## src/logic/srw_defines.vh

```
/*
 Constants for the write-registers handler: protocol codes, register
 addresses, field codes and state codes. Included by the core design file only.
*/
`ifndef SRW_DEFINES_VH
`define SRW_DEFINES_VH

`define SRW_FC_WRITE 8'h10
`define SRW_FC_ERR_BIT 8'h80
`define SRW_EXC_ILLEGAL_FUNC 8'h01
`define SRW_EXC_ILLEGAL_ADDR 8'h02
`define SRW_EXC_ILLEGAL_VALUE 8'h03
`define SRW_EXC_DEVICE_FAIL 8'h04
`define SRW_QTY_MIN 16'h0001
`define SRW_QTY_MAX 16'h007b

`define SRW_ADDR_KIND 16'h1000
`define SRW_ADDR_SN_HI 16'h1001
`define SRW_ADDR_SN_LO 16'h1002
`define SRW_ADDR_FW 16'h1003
`define SRW_ADDR_APP 16'h2000
`define SRW_ADDR_TYPE 16'h2001
`define SRW_ADDR_STATE 16'h2002

`define SRW_APP_MAX 8'h04
`define SRW_TYPE_MIN 8'h01
`define SRW_TYPE_MAX 8'h06
`define SRW_APP_RESET 8'h00
`define SRW_TYPE_RESET 8'h01

`define SRW_CMD_BEGIN_MEASURE 8'h00
`define SRW_CMD_HALT_KEEP 8'h01
`define SRW_CMD_HALT_DISCARD 8'h02
`define SRW_CMD_ZERO_CONDITIONAL 8'h03
`define SRW_CMD_FLUSH_AUTO 8'h04
`define SRW_CMD_ZERO_ALWAYS 8'h06
`define SRW_CMD_FLUSH_ENDLESS 8'h07
`define SRW_CMD_PRESSURE_ZERO_LIVE 8'h09

`define SRW_ST_UNINITIALIZED 8'h00
`define SRW_ST_IDLE 8'h01
`define SRW_ST_RUNNING 8'h02
`define SRW_ST_ZEROING 8'h03
`define SRW_ST_FLUSHING 8'h04
`define SRW_ST_WAIT_EXIT 8'h0c

`define SRW_FIFO_WIDTH 8
`define SRW_FIFO_DEPTH 8
`define SRW_FIFO_AW 3

`endif

```

## src/logic/srw_core.v

```verilog
/*
 Server-side handler for the write-multiple-registers request and its
 register map (identification and measurement control words).
 Assumes the UART framing, parity and address filtering stand outside:
 request bytes arrive one per strobe from logic on the same clock, the
 start of a request marked, and answer bytes leave through a valid/ready
 stream that the UART transmitter drains.
*/
// How it works
// - Function 0x10 writes 1 to 123 contiguous registers from the start address.
// - Success answer echoes function, start address and quantity.
// - Failure answer is 0x90 then one exception code 0x01 to 0x04.
// - Writes to identification words fail with code 4, nothing changes.
// - Register 0x1000 returns a fixed device-kind word.
// - Serial number high half at 0x1001, low half at 0x1002.
// - Register 0x1003: major revision high byte, minor low byte.
// - Register 0x2000 holds application 0 to 4; other codes fail.
// - Register 0x2001 holds type 1 to 6; others fail with code 4.
// - Reading 0x2002 returns current measurement state code up to 0x0c.
// - Writing 0x2002: 0 starts, 1 stops keeping, 2 stops discarding.
// - Command 3 zeros if needed, 6 always, 9 zeros pressure live.
// - Command 4 flushes until clean; 7 flushes until stopped.
// - No measurement programs; every mode is a free single measurement.
// - Erroneous write content answers with exception code 4.
// - Multi-byte fields travel high byte first; bytes sit in low half.
// - Link is 9600 baud, 8 data bits, even parity, one stop bit.
`timescale 1ns/10ps
`include "srw_defines.vh"
module srw_core #(
    parameter [15:0] KIND_CODE = 16'h0abc,
    parameter [31:0] SERIAL_NUMBER = 32'h00000001,
    parameter [15:0] FW_REVISION = 16'h0100
) (
    // Clock and reset
    input wire clk,
    input wire rst,
    // Request bytes from the UART receiver
    input wire [7:0] rx_byte,
    input wire rx_valid,
    input wire rx_first,
    // Answer bytes to the UART transmitter
    output reg [7:0] tx_byte,
    output reg tx_valid,
    input wire tx_ready,
    // Register read port
    input wire [15:0] rd_addr,
    output reg [15:0] rd_data,
    output reg rd_error,
    // Measurement engine
    output reg [7:0] app_code,
    output reg [7:0] type_code,
    output reg [7:0] cmd_code,
    output reg cmd_strobe,
    input wire [7:0] engine_state,
    input wire zero_done,
    output reg [7:0] meas_state,
    output reg busy
);
    // ==========================================================
    // States
    localparam [5:0] S_FUNC = 6'b000001;
    localparam [5:0] S_HDR = 6'b000010;
    localparam [5:0] S_DATA = 6'b000100;
    localparam [5:0] S_COMMIT = 6'b001000;
    localparam [5:0] S_ANSWER = 6'b010000;
    localparam [5:0] S_SKIP = 6'b100000;

    reg [5:0] state_reg;
    reg [5:0] state_next;
    reg [2:0] hdr_cnt_reg;
    reg [15:0] start_reg;
    reg [15:0] qty_reg;
    reg [7:0] bcnt_reg;
    reg [7:0] data_cnt_reg;
    reg [7:0] hi_byte_reg;
    reg [7:0] exc_reg;
    reg [7:0] new_app_reg;
    reg [7:0] new_type_reg;
    reg [7:0] new_cmd_reg;
    reg app_wr_reg;
    reg type_wr_reg;
    reg cmd_wr_reg;
    reg [2:0] ans_idx_reg;
    reg [2:0] ans_len_reg;
    reg [7:0] ans_byte;
    wire [15:0] word_addr;
    wire [15:0] word_val;
    wire [7:0] fifo_data;
    wire fifo_valid;
    wire fifo_in_ready;
    wire fifo_pop;
    reg [7:0] cmd_effect;

    // ==========================================================
    // Address classes
    function is_ident;
        input [15:0] a;
        begin
            is_ident = (a == `SRW_ADDR_KIND) || (a == `SRW_ADDR_SN_HI) ||
                (a == `SRW_ADDR_SN_LO) || (a == `SRW_ADDR_FW);
        end
    endfunction

    function is_ctrl;
        input [15:0] a;
        begin
            is_ctrl = (a == `SRW_ADDR_APP) || (a == `SRW_ADDR_TYPE) ||
                (a == `SRW_ADDR_STATE);
        end
    endfunction

    function cmd_ok;
        input [7:0] c;
        begin
            cmd_ok = (c == `SRW_CMD_BEGIN_MEASURE) || (c == `SRW_CMD_HALT_KEEP) ||
                (c == `SRW_CMD_HALT_DISCARD) || (c == `SRW_CMD_ZERO_CONDITIONAL) ||
                (c == `SRW_CMD_FLUSH_AUTO) || (c == `SRW_CMD_ZERO_ALWAYS) ||
                (c == `SRW_CMD_FLUSH_ENDLESS) || (c == `SRW_CMD_PRESSURE_ZERO_LIVE);
        end
    endfunction

    // Values arrive high byte first; address of the word now completing
    assign word_addr = start_reg + {9'h000, data_cnt_reg[7:1]};
    assign word_val = {hi_byte_reg, rx_byte};

    // ==========================================================
    // Request parser
    always @* begin
        state_next = state_reg;
        case (state_reg)
            S_FUNC: begin
                if (rx_valid && rx_first) begin
                    state_next = S_HDR;
                end
            end
            S_HDR: begin
                if (rx_valid && hdr_cnt_reg == 3'd4) begin
                    state_next = (rx_byte == 8'h00) ? S_COMMIT : S_DATA;
                end
            end
            S_DATA: begin
                if (rx_valid && data_cnt_reg == bcnt_reg - 8'h01) begin
                    state_next = S_COMMIT;
                end
            end
            S_COMMIT: begin
                state_next = S_ANSWER;
            end
            S_ANSWER: begin
                if (fifo_in_ready && ans_idx_reg == ans_len_reg) begin
                    state_next = S_FUNC;
                end
            end
            S_SKIP: begin
                state_next = S_ANSWER;
            end
            default: begin
                state_next = S_FUNC;
            end
        endcase
    end

    always @(posedge clk) begin
        if (rst) begin
            state_reg <= S_FUNC;
            hdr_cnt_reg <= 3'd0;
            start_reg <= 16'h0000;
            qty_reg <= 16'h0000;
            bcnt_reg <= 8'h00;
            data_cnt_reg <= 8'h00;
            hi_byte_reg <= 8'h00;
            exc_reg <= 8'h00;
            new_app_reg <= `SRW_APP_RESET;
            new_type_reg <= `SRW_TYPE_RESET;
            new_cmd_reg <= 8'h00;
            app_wr_reg <= 1'b0;
            type_wr_reg <= 1'b0;
            cmd_wr_reg <= 1'b0;
            ans_idx_reg <= 3'd0;
            ans_len_reg <= 3'd0;
        end else begin
            state_reg <= state_next;
            case (state_reg)
                S_FUNC: begin
                    hdr_cnt_reg <= 3'd0;
                    data_cnt_reg <= 8'h00;
                    app_wr_reg <= 1'b0;
                    type_wr_reg <= 1'b0;
                    cmd_wr_reg <= 1'b0;
                    ans_idx_reg <= 3'd0;
                    // Any other function answers illegal function
                    if (rx_valid && rx_first) begin
                        exc_reg <= (rx_byte == `SRW_FC_WRITE) ? 8'h00 :
                            `SRW_EXC_ILLEGAL_FUNC;
                    end
                end
                S_HDR: begin
                    if (rx_valid) begin
                        hdr_cnt_reg <= hdr_cnt_reg + 3'd1;
                        case (hdr_cnt_reg)
                            3'd0: start_reg[15:8] <= rx_byte;
                            3'd1: start_reg[7:0] <= rx_byte;
                            3'd2: qty_reg[15:8] <= rx_byte;
                            3'd3: qty_reg[7:0] <= rx_byte;
                            default: begin
                                bcnt_reg <= rx_byte;
                                // Quantity range and byte count check
                                if (exc_reg == 8'h00 && (qty_reg < `SRW_QTY_MIN ||
                                    qty_reg > `SRW_QTY_MAX ||
                                    {8'h00, rx_byte} != {qty_reg[14:0], 1'b0})) begin
                                    exc_reg <= `SRW_EXC_ILLEGAL_VALUE;
                                end
                            end
                        endcase
                    end
                end
                S_DATA: begin
                    if (rx_valid) begin
                        data_cnt_reg <= data_cnt_reg + 8'h01;
                        if (!data_cnt_reg[0]) begin
                            hi_byte_reg <= rx_byte;
                        end else if (exc_reg == 8'h00) begin
                            if (is_ident(word_addr)) begin
                                exc_reg <= `SRW_EXC_DEVICE_FAIL;
                            end else if (!is_ctrl(word_addr)) begin
                                exc_reg <= `SRW_EXC_ILLEGAL_ADDR;
                            end else if (hi_byte_reg != 8'h00) begin
                                exc_reg <= `SRW_EXC_DEVICE_FAIL;
                            end else if (word_addr == `SRW_ADDR_APP) begin
                                if (rx_byte > `SRW_APP_MAX) begin
                                    exc_reg <= `SRW_EXC_DEVICE_FAIL;
                                end else begin
                                    new_app_reg <= word_val[7:0];
                                    app_wr_reg <= 1'b1;
                                end
                            end else if (word_addr == `SRW_ADDR_TYPE) begin
                                if (rx_byte < `SRW_TYPE_MIN || rx_byte > `SRW_TYPE_MAX) begin
                                    exc_reg <= `SRW_EXC_DEVICE_FAIL;
                                end else begin
                                    new_type_reg <= word_val[7:0];
                                    type_wr_reg <= 1'b1;
                                end
                            end else if (!cmd_ok(rx_byte)) begin
                                exc_reg <= `SRW_EXC_DEVICE_FAIL;
                            end else begin
                                new_cmd_reg <= rx_byte;
                                cmd_wr_reg <= 1'b1;
                            end
                        end
                    end
                end
                S_COMMIT: begin
                    ans_len_reg <= (exc_reg != 8'h00) ? 3'd1 : 3'd4;
                end
                S_ANSWER: begin
                    if (fifo_in_ready) begin
                        ans_idx_reg <= ans_idx_reg + 3'd1;
                    end
                end
                default: begin
                    hdr_cnt_reg <= 3'd0;
                end
            endcase
        end
    end

    // ==========================================================
    // Answer bytes, high byte first
    always @* begin
        case (ans_idx_reg)
            3'd0: ans_byte = (exc_reg != 8'h00) ? (`SRW_FC_WRITE | `SRW_FC_ERR_BIT) :
                `SRW_FC_WRITE;
            3'd1: ans_byte = (exc_reg != 8'h00) ? exc_reg : start_reg[15:8];
            3'd2: ans_byte = start_reg[7:0];
            3'd3: ans_byte = qty_reg[15:8];
            3'd4: ans_byte = qty_reg[7:0];
            default: ans_byte = 8'h00;
        endcase
    end

    srw_fifo #(
        .WIDTH(`SRW_FIFO_WIDTH),
        .DEPTH(`SRW_FIFO_DEPTH),
        .AW(`SRW_FIFO_AW)
    ) u_tx_fifo (
        .clk(clk),
        .rst(rst),
        .in_data(ans_byte),
        .in_valid(state_reg == S_ANSWER),
        .in_ready(fifo_in_ready),
        .out_data(fifo_data),
        .out_valid(fifo_valid),
        .out_ready(fifo_pop)
    );

    // Output stage register; reloads when empty or taken
    assign fifo_pop = fifo_valid && (!tx_valid || tx_ready);

    always @(posedge clk) begin
        if (rst) begin
            tx_valid <= 1'b0;
            tx_byte <= 8'h00;
        end else if (fifo_pop) begin
            tx_valid <= 1'b1;
            tx_byte <= fifo_data;
        end else if (tx_ready) begin
            tx_valid <= 1'b0;
        end
    end

    // ==========================================================
    // Control words, committed only when the whole request is clean
    always @* begin
        cmd_effect = new_cmd_reg;
        // Conditional zeroing is skipped once zeroing is done
        if (new_cmd_reg == `SRW_CMD_ZERO_CONDITIONAL && zero_done) begin
            cmd_effect = `SRW_CMD_BEGIN_MEASURE;
        end
    end

    always @(posedge clk) begin
        if (rst) begin
            app_code <= `SRW_APP_RESET;
            type_code <= `SRW_TYPE_RESET;
            cmd_code <= 8'h00;
            cmd_strobe <= 1'b0;
            meas_state <= `SRW_ST_UNINITIALIZED;
            busy <= 1'b0;
            rd_data <= 16'h0000;
            rd_error <= 1'b0;
        end else begin
            cmd_strobe <= 1'b0;
            busy <= (state_reg != S_FUNC);
            meas_state <= engine_state;
            if (state_reg == S_COMMIT && exc_reg == 8'h00) begin
                if (app_wr_reg) begin
                    app_code <= new_app_reg;
                end
                if (type_wr_reg) begin
                    type_code <= new_type_reg;
                end
                if (cmd_wr_reg && !(new_cmd_reg == `SRW_CMD_ZERO_CONDITIONAL && zero_done)) begin
                    cmd_code <= cmd_effect;
                    cmd_strobe <= 1'b1;
                end
            end
            rd_error <= !(is_ident(rd_addr) || is_ctrl(rd_addr));
            case (rd_addr)
                `SRW_ADDR_KIND: rd_data <= KIND_CODE;
                `SRW_ADDR_SN_HI: rd_data <= SERIAL_NUMBER[31:16];
                `SRW_ADDR_SN_LO: rd_data <= SERIAL_NUMBER[15:0];
                `SRW_ADDR_FW: rd_data <= FW_REVISION;
                `SRW_ADDR_APP: rd_data <= {8'h00, app_code};
                `SRW_ADDR_TYPE: rd_data <= {8'h00, type_code};
                `SRW_ADDR_STATE: rd_data <= {8'h00, meas_state};
                default: rd_data <= 16'h0000;
            endcase
        end
    end
endmodule

```

## src/logic/srw_fifo.v

```verilog
/*
 Synchronous FIFO of flip-flops with valid/ready on both sides.
 Assumes one clock and a synchronous active-high reset.
*/
`timescale 1ns/10ps
module srw_fifo #(
    parameter WIDTH = 8,
    parameter DEPTH = 8,
    parameter AW = 3
) (
    // Clock and reset
    input wire clk,
    input wire rst,
    // Fill side
    input wire [WIDTH-1:0] in_data,
    input wire in_valid,
    output wire in_ready,
    // Drain side
    output wire [WIDTH-1:0] out_data,
    output wire out_valid,
    input wire out_ready
);
    reg [WIDTH-1:0] mem_reg [0:DEPTH-1];
    reg [AW-1:0] wr_ptr_reg;
    reg [AW-1:0] rd_ptr_reg;
    reg [AW:0] count_reg;
    wire push;
    wire pop;
    integer i;

    assign in_ready = (count_reg != DEPTH[AW:0]);
    assign out_valid = (count_reg != {(AW+1){1'b0}});
    assign out_data = mem_reg[rd_ptr_reg];
    assign push = in_valid && in_ready;
    assign pop = out_valid && out_ready;

    always @(posedge clk) begin
        if (rst) begin
            wr_ptr_reg <= {AW{1'b0}};
            rd_ptr_reg <= {AW{1'b0}};
            count_reg <= {(AW+1){1'b0}};
            for (i = 0; i < DEPTH; i = i + 1) begin
                mem_reg[i] <= {WIDTH{1'b0}};
            end
        end else begin
            if (push) begin
                mem_reg[wr_ptr_reg] <= in_data;
                wr_ptr_reg <= wr_ptr_reg + 1'b1;
            end
            if (pop) begin
                rd_ptr_reg <= rd_ptr_reg + 1'b1;
            end
            if (push && !pop) begin
                count_reg <= count_reg + 1'b1;
            end else if (pop && !push) begin
                count_reg <= count_reg - 1'b1;
            end
        end
    end
endmodule
```

## config.mk

```make
export PLATFORM = sky130hd
export DESIGN_NAME = srw_core
export DESIGN_NICKNAME = d
export VERILOG_FILES = /design/src/logic/srw_core.v /design/src/logic/srw_fifo.v
export VERILOG_INCLUDE_DIRS = /design/src /design/src/logic
export SDC_FILE = /design/constraint.sdc
export NUM_CORES = 1
export LEC_CHECK = 0
export BUFFER_PORTS_ARGS = -buffer_cell sky130_fd_sc_hd__buf_2
export CAP_MARGIN = 20
export CORE_ASPECT_RATIO = 0.5
export CORE_MARGIN = 1
export CORE_UTILIZATION = 50
export CTS_CLUSTER_SIZE = 12
export DETAILED_ROUTE_END_ITERATION = 7
export HOLD_SLACK_MARGIN = 0.02
export PLACE_DENSITY_LB_ADDON = 0.2
export SLEW_MARGIN = 20
export SYNTH_ARGS = -nofsm -noshare
export SYNTH_HDL_FRONTEND = slang
export SYNTH_HIERARCHICAL = 1
export SYNTH_SLANG_ARGS = --single-unit
```

## constraint.sdc

```tcl
create_clock -name clk -period 3.65 [get_ports clk]
set_input_delay 0.1825 -clock clk [delete_from_list [all_inputs] [get_ports clk]]
set_output_delay 0.1825 -clock clk [all_outputs]
set_load 0.01 [all_outputs]
```

; Yosys cells after proc, flatten, opt, wreduce, memory -nomap -nowiden
; Memories as Yosys holds them, arrays and structs flattened. A register that Yosys moved wholly into a read port is not among the register bits.
; Cells that the tools add are included.
[classes]
magnitude_cmp = 5
n_bitwise = 10
addsub = 9
mux = 77
eq_ne = 66
reduce_logical = 77
[op_table]
columns = op, n
row1 = $mux 8, 20
row2 = $eq 16x13->1 const B, 8
row3 = $eq 16x14->1 const B, 6
row4 = $pmux 12 s6, 1
row5 = $ne 2x2->1 const B, 21
row6 = $pmux 8 s5, 1
row7 = $reduce_and 10->1, 4
row8 = $mux 1, 36
row9 = $pmux 6 s5, 1
row10 = $eq 8x2->1 const B, 3
row11 = $eq 8x3->1 const B, 3
row12 = $mux 6, 4
row13 = $pmux 8 s3, 1
row14 = $logic_or 1x1->1, 22
row15 = $reduce_and 3->1, 6
row16 = $reduce_and 9->1, 2
row17 = $add 16x7->16, 1
row18 = $gt 16x7->1 const B, 1
row19 = $gt 8x3->1 const B, 2
row20 = $logic_not 8->1, 2
row21 = $lt 16x1->1 const B, 1
row22 = $ne 8x16->1, 1
row23 = $pmux 8 s2, 1
row24 = $reduce_bool 8->1, 2
row25 = other kinds (42), 94
[word_totals]
inputBits = 38
wordCells = 275
ff_bits = 168
ramBits = 64
out_inout_bits = 60
memories = 1
[mem_list]
columns = memory, words, width, rd, rd_clocked_by_memory_dff, wr, line
row1 = u_tx_fifo.mem_reg, 8, 8, 1, 1, 8, srw_fifo.v:23  ; reg [WIDTH-1:0] mem_reg [0:DEPTH-1];

; Longest topological paths before layout
[logic_depth]
depth_word = 18
mapped_depth = 12
depth_no_buf = 11

; Modules after synthesis
; The synthesis kept the hierarchy.
[by_module_without_submodules]
columns = module, cells_per_inst, seq_area_each_um2, instances, area_each_um2
row1 = srw_core, 911, 3062.9, 1, 7532.2
row2 = srw_fifo, 261, 2182.1, 1, 3570.9

; Least setup slack after synthesis
; Ideal clock, no wire load.
[synth_timing]
path_kind = register -> register
start = register state_reg[1]
end = register u_tx_fifo.count_reg[3]
synth_period_minus_slack_ns = 3.078
stages_incl_launch_ff = 12
setup_ns = 0.121
arrival_ns = 2.957
path_buffers = 0
t_required_ns = 3.529
path_slack_ns = 0.572
path_cell_list = dfxtp_1 -> or3_1 -> nor3b_1 -> nand2_4 -> inv_2 -> ha_1 -> inv_1 -> ha_1 -> a21oi_1 -> a211oi_1 -> a31oi_1 -> mux2_2
[synth_via]
elab_chain_len = 5
word_cells_on_any_way = 7
cone_classes = 1 x eq/ne / 1 x mux / 5 x reduce/logical
[synth_rtl]
columns = element, line
row1 = "start, declared", srw_core.v:68  ; reg [5:0] state_reg;
row2 = "start signal, assigned", srw_core.v:182  ; state_reg <= state_next;
row3 = $eq 6x5->1 *, srw_core.v:289  ; .in_valid(state_reg == S_ANSWER),
row4 = $logic_and 1x1->1 *, srw_fifo.v:34  ; assign push = in_valid && in_ready;
row5 = named net u_tx_fifo.push, srw_fifo.v:27  ; wire push;
row6 = $logic_not 1->1, srw_fifo.v:55  ; end else if (pop && !push) begin
row7 = $logic_and 1x1->1, srw_fifo.v:55
row8 = $reduce_bool 2->1 (no source line), --
row9 = "end signal, assigned", srw_fifo.v:41  ; count_reg <= {(AW+1){1'b0}};
row10 = "end signal, assigned", srw_fifo.v:54  ; count_reg <= count_reg + 1'b1;
row11 = "end signal, assigned", srw_fifo.v:56  ; count_reg <= count_reg - 1'b1;
row12 = "end, declared", srw_fifo.v:26  ; reg [AW:0] count_reg;
; The timed path passes the listed nets; every way through them passes the cells marked *.
; A chain may end at the register's enable or synchronous reset.

; Worst setup path in the final report
[layout_timing]
start = register data_cnt_reg[1]
end = register exc_reg[1]
[layout_via]
elab_chain_len = 11
word_cells_on_any_way = 26
cone_classes = 1 x add/sub / 10 x eq/ne / 9 x mux / 6 x reduce/logical
[layout_rtl]
columns = element, line
row1 = "start, declared", srw_core.v:74  ; reg [7:0] data_cnt_reg;
row2 = "start signal, assigned", srw_core.v:219  ; data_cnt_reg <= data_cnt_reg + 8'h01;
row3 = $add 16x7->16 *, srw_core.v:123  ; assign word_addr = start_reg + {9'h000, data_cnt_reg[7:1]};
row4 = $eq 16x14->1 (no source line), --
row5 = $mux 8, srw_core.v:236  ; end else if (word_addr == `SRW_ADDR_TYPE) begin
row6 = $mux 8, srw_core.v:229  ; end else if (word_addr == `SRW_ADDR_APP) begin
row7 = $mux 8, srw_core.v:227  ; end else if (hi_byte_reg != 8'h00) begin
row8 = $mux 8, srw_core.v:225  ; end else if (!is_ctrl(word_addr)) begin
row9 = $mux 8, srw_core.v:223  ; if (is_ident(word_addr)) begin
row10 = $mux 8, srw_core.v:222  ; end else if (exc_reg == 8'h00) begin
row11 = $mux 8, srw_core.v:220  ; if (!data_cnt_reg[0]) begin
row12 = $mux 8, srw_core.v:218  ; if (rx_valid) begin
row13 = $pmux 8 s3, srw_core.v:183  ; case (state_reg)
row14 = "end signal, assigned", srw_core.v:224  ; exc_reg <= `SRW_EXC_DEVICE_FAIL;
row15 = "end signal, assigned", srw_core.v:226  ; exc_reg <= `SRW_EXC_ILLEGAL_ADDR;
row16 = "end signal, assigned", srw_core.v:228  ; exc_reg <= `SRW_EXC_DEVICE_FAIL;
row17 = "end, declared", srw_core.v:76  ; reg [7:0] exc_reg;
; Every way passes the cells marked *; elsewhere a longest branch is shown, timed or not. The select of a mux whose other input is x is not followed.

==> metrics.txt <==
outcome=finished, final reports clean; Site Rows=38; reg-to-reg endpoint=exc_reg[1]; pre-CTS setup slack=between 300 and 400 ps; Mapped Area=0.01110 mm2; Longest Clk Path Bufs=3; Syn Area/Cell=~9.5 um2; DP HPWL=~21000 um; CP Launch Type=flop; Hold Vio Cnt, Final=0; # setup viols final=0; critical path's slowest cell=a2111oi_1; Power per Cell Area=a little over 400 mW/mm2; Synth Register Bits=230; slowest cell delay on critical path=approximately 660 ps; register area=0.005245 mm2; Setup Crit Path Kind=flop to flop; dominant cells by area after synthesis=dfxtp_1 30%, edfxtp_1 17%, nor2_1 5.0%; worst path required time=just over 4000 ps; Total Neg Setup Slack=0 ps; sequential share of the synthesized area=a little under half; Core Area=between 0.02 and 0.025 mm2; fin cells=~1600; Hold WS=~41 ps; via count=9284; Congestion Overflow GR=0; share of cells above drive strength 1=between 10 and 15%; Multi-input gate area=0.005425 mm2; largest net degree at the start of global routing=96; top-area cell type share of the netlist area=between 20% and 30%; Die Width=between 200 and 250 um; Synth async-reset ratio=0%; Reg power frac=between 50% and 60%; Tmin final=around 3400 ps; Final Util=between 50 and 60%; Largest register FFs=between 60 and 70; clock share of power=between 40% and 50%; Post-Route WL=30050 um; layout net count=around 1300; initial antenna violation count=0; Pre-antenna DRT Iters=8; Gate Count Post-Synth=roughly 1200; RSZ-0062 raised after global routing=false; CTS Buf Count=23; Global Route Usage Sum=26.52%; clk slew on worst S/H paths=around 70 ps; Ant. Diodes=0; drt drc=0; Via density=5.928; worst vdd ir=between 0.3 and 0.4 mV; Critical Path Most Common Cell=a211oi_1; Comb power frac=6.4%; DP Cell Count=1516; clk_skew=approximately 19 ps; Area growth syn-to-layout=13.40%; r2r setup slk=270 ps; worst hold path startpoint=zero_done; Worst-Skew Late Latency=approximately 520 ps; IO Port Bufs=92; Avg WL per Cell=19.19 um; Max Clk Rate=around 300 MHz; DRT iter0 DRCs=between 900 and 1000; vias in the first global route=roughly 8800; EDFF count, synth=between 60 and 70; num ports=98; RD Place Congestion=between 0.9 and 1; leakage power=a little under 5 nW; Clock Sinks=230; Sw Share=roughly a quarter; Endpoint, Worst Hold=cmd_strobe; max-cap viol count=0; final worst slack=272.3 ps; CTS tree=yes; reg2reg path depth=12; hold depth=4; CP arrival=about 3800 ps; Slew Limit Headroom=between 30% and 40%; switching pwr=approximately 0.0012 W; FILL cells=1884; internal power=a little under 0.004 W; crit path max fanout=5; die height=approximately 110 um; Worst R2R Start=data_cnt_reg[1]; H-tree levels=1; Setup crit end kind=flop; post-synth top area cell=dfxtp_1; yosys warns=6; Starting Density=51.10%; fin. max-slew vios=0; first-pass GRT wire length=around 47000 um; root buffer selected by CTS=clkbuf_16; CP Cell Sequence=ha_1, inv_1, fa_1, nand2b_1, a211oi_1, buf_4, o21ai_1, nor2_1, o211ai_1, a2111oi_1, a211oi_1, a211oi_1; Netlist cell types=90; Hold Crit Class=input port to flop; most used flip-flop cell after synthesis=dfxtp_1; most common cell in the netlist=dfxtp_1; worst-margin pin slew=roughly 1000 ps; period utilization=between 90% and 100%; Antenna Violating Nets Remaining=0; Post-synth top cells=166 x dfxtp_1, 149 x nor2_1, 129 x nand2_1; die area=0.02284 mm2
[layer usage]
metal  wire [um]  vias to the layer above  global-route usage [%]  share of wire [%]
met5           0                        -                       0                  0
met4         551                        0                   6.475                1.8
met3        2057                       53                   4.522                6.8
met2       13740                      314                   42.46                 46
met1       13690                     4505                   37.32                 46
li1            -                     4412                       -                  -
[per-stage QoR]
step / instance area, um2 / total power (W)
3_3_place_gp: 11780 / 0.003051
2_1_floorplan: 11120 / 0.002934
6_report: 12590 / 0.005156
4_1_cts: 12590 / 0.005189
3_5_place_dp: 11780 / 0.003057
5_1_grt: 12590 / 0.005326
[critical path: cells and delay by family (launching register included)]
kind	cells	cell delay (ps)
DFF	1	410
buffers and inverters	2	250
AOI/OAI and AO/OA	6	1600
and+or+nand+nor	2	400
adders and majority gates	2	630
[how the worst max path moves through the flow]
stage / start / endpoint / slack [ps]
6_report: data_cnt_reg[1] / exc_reg[1] / 270
5_1_grt: data_cnt_reg[1] / exc_reg[1] / 30
4_1_cts: data_cnt_reg[1] / new_app_reg[6] / 380
3_5_place_dp: data_cnt_reg[1] / new_app_reg[6] / 400
3_3_place_gp: data_cnt_reg[1] / new_type_reg[0] / 500
2_1_floorplan: state_reg[1] / u_tx_fifo/count_reg[3] / 570
[cell families (layout without fill, tap and decap cells)]
kind of cell / after synthesis / in the layout / synth area share, %
AO/OA/AOI/OAI: 207 / 207 / 12.22
XOR/XNOR: 31 / 31 / 2.445
adder cells (fa/ha/maj): 26 / 26 / 3.065
buffers and inverters: 102 / 192 / 4.034
flip-flops: 230 / 230 / 47.24
multiplexers: 59 / 59 / 7.708
other: 1 / 5 / 0.03377
AND/OR/NAND/NOR: 516 / 516 / 23.26
[cell type report]
class                   count  area share (%)
repair buffers            131           6.340
clock buffers              31           4.969
flip-flops and latches    230           41.66
inverters                  28          0.8347
clock inverters             2          0.1292
multi-input cells         844           43.09
well taps                 300           2.981
[placed cells by master (no fill, tap or decap), types with 23 or more instances in the layout]
master and instances:
nor2_1 149, ha_1 24, mux2i_1 33, nand3_1 75, edfxtp_1 64, buf_4 23, nand2_1 129, clkbuf_16 23
dfxtp_1 166, a21oi_1 100, inv_1 26, buf_2 91
[repair_timing]
action,in CTS,in global routing
resized for setup,0,0
setup buffers,0,0
hold buffers,17,0
endpoints found under the hold margin,15,0
[power by group through the flow]
stage	Sequential, W	Clock, W	Combinational, W
detailed placement	0.00274	0	0.000315
floorplan	0.00274	0	0.000198
global route	0.00269	0.00228	0.000358
global placement	0.00274	0	0.000312
finish	0.00269	0.00214	0.000331
CTS	0.00269	0.00217	0.000330
Note: power is estimated with default switching activity, not from simulation.
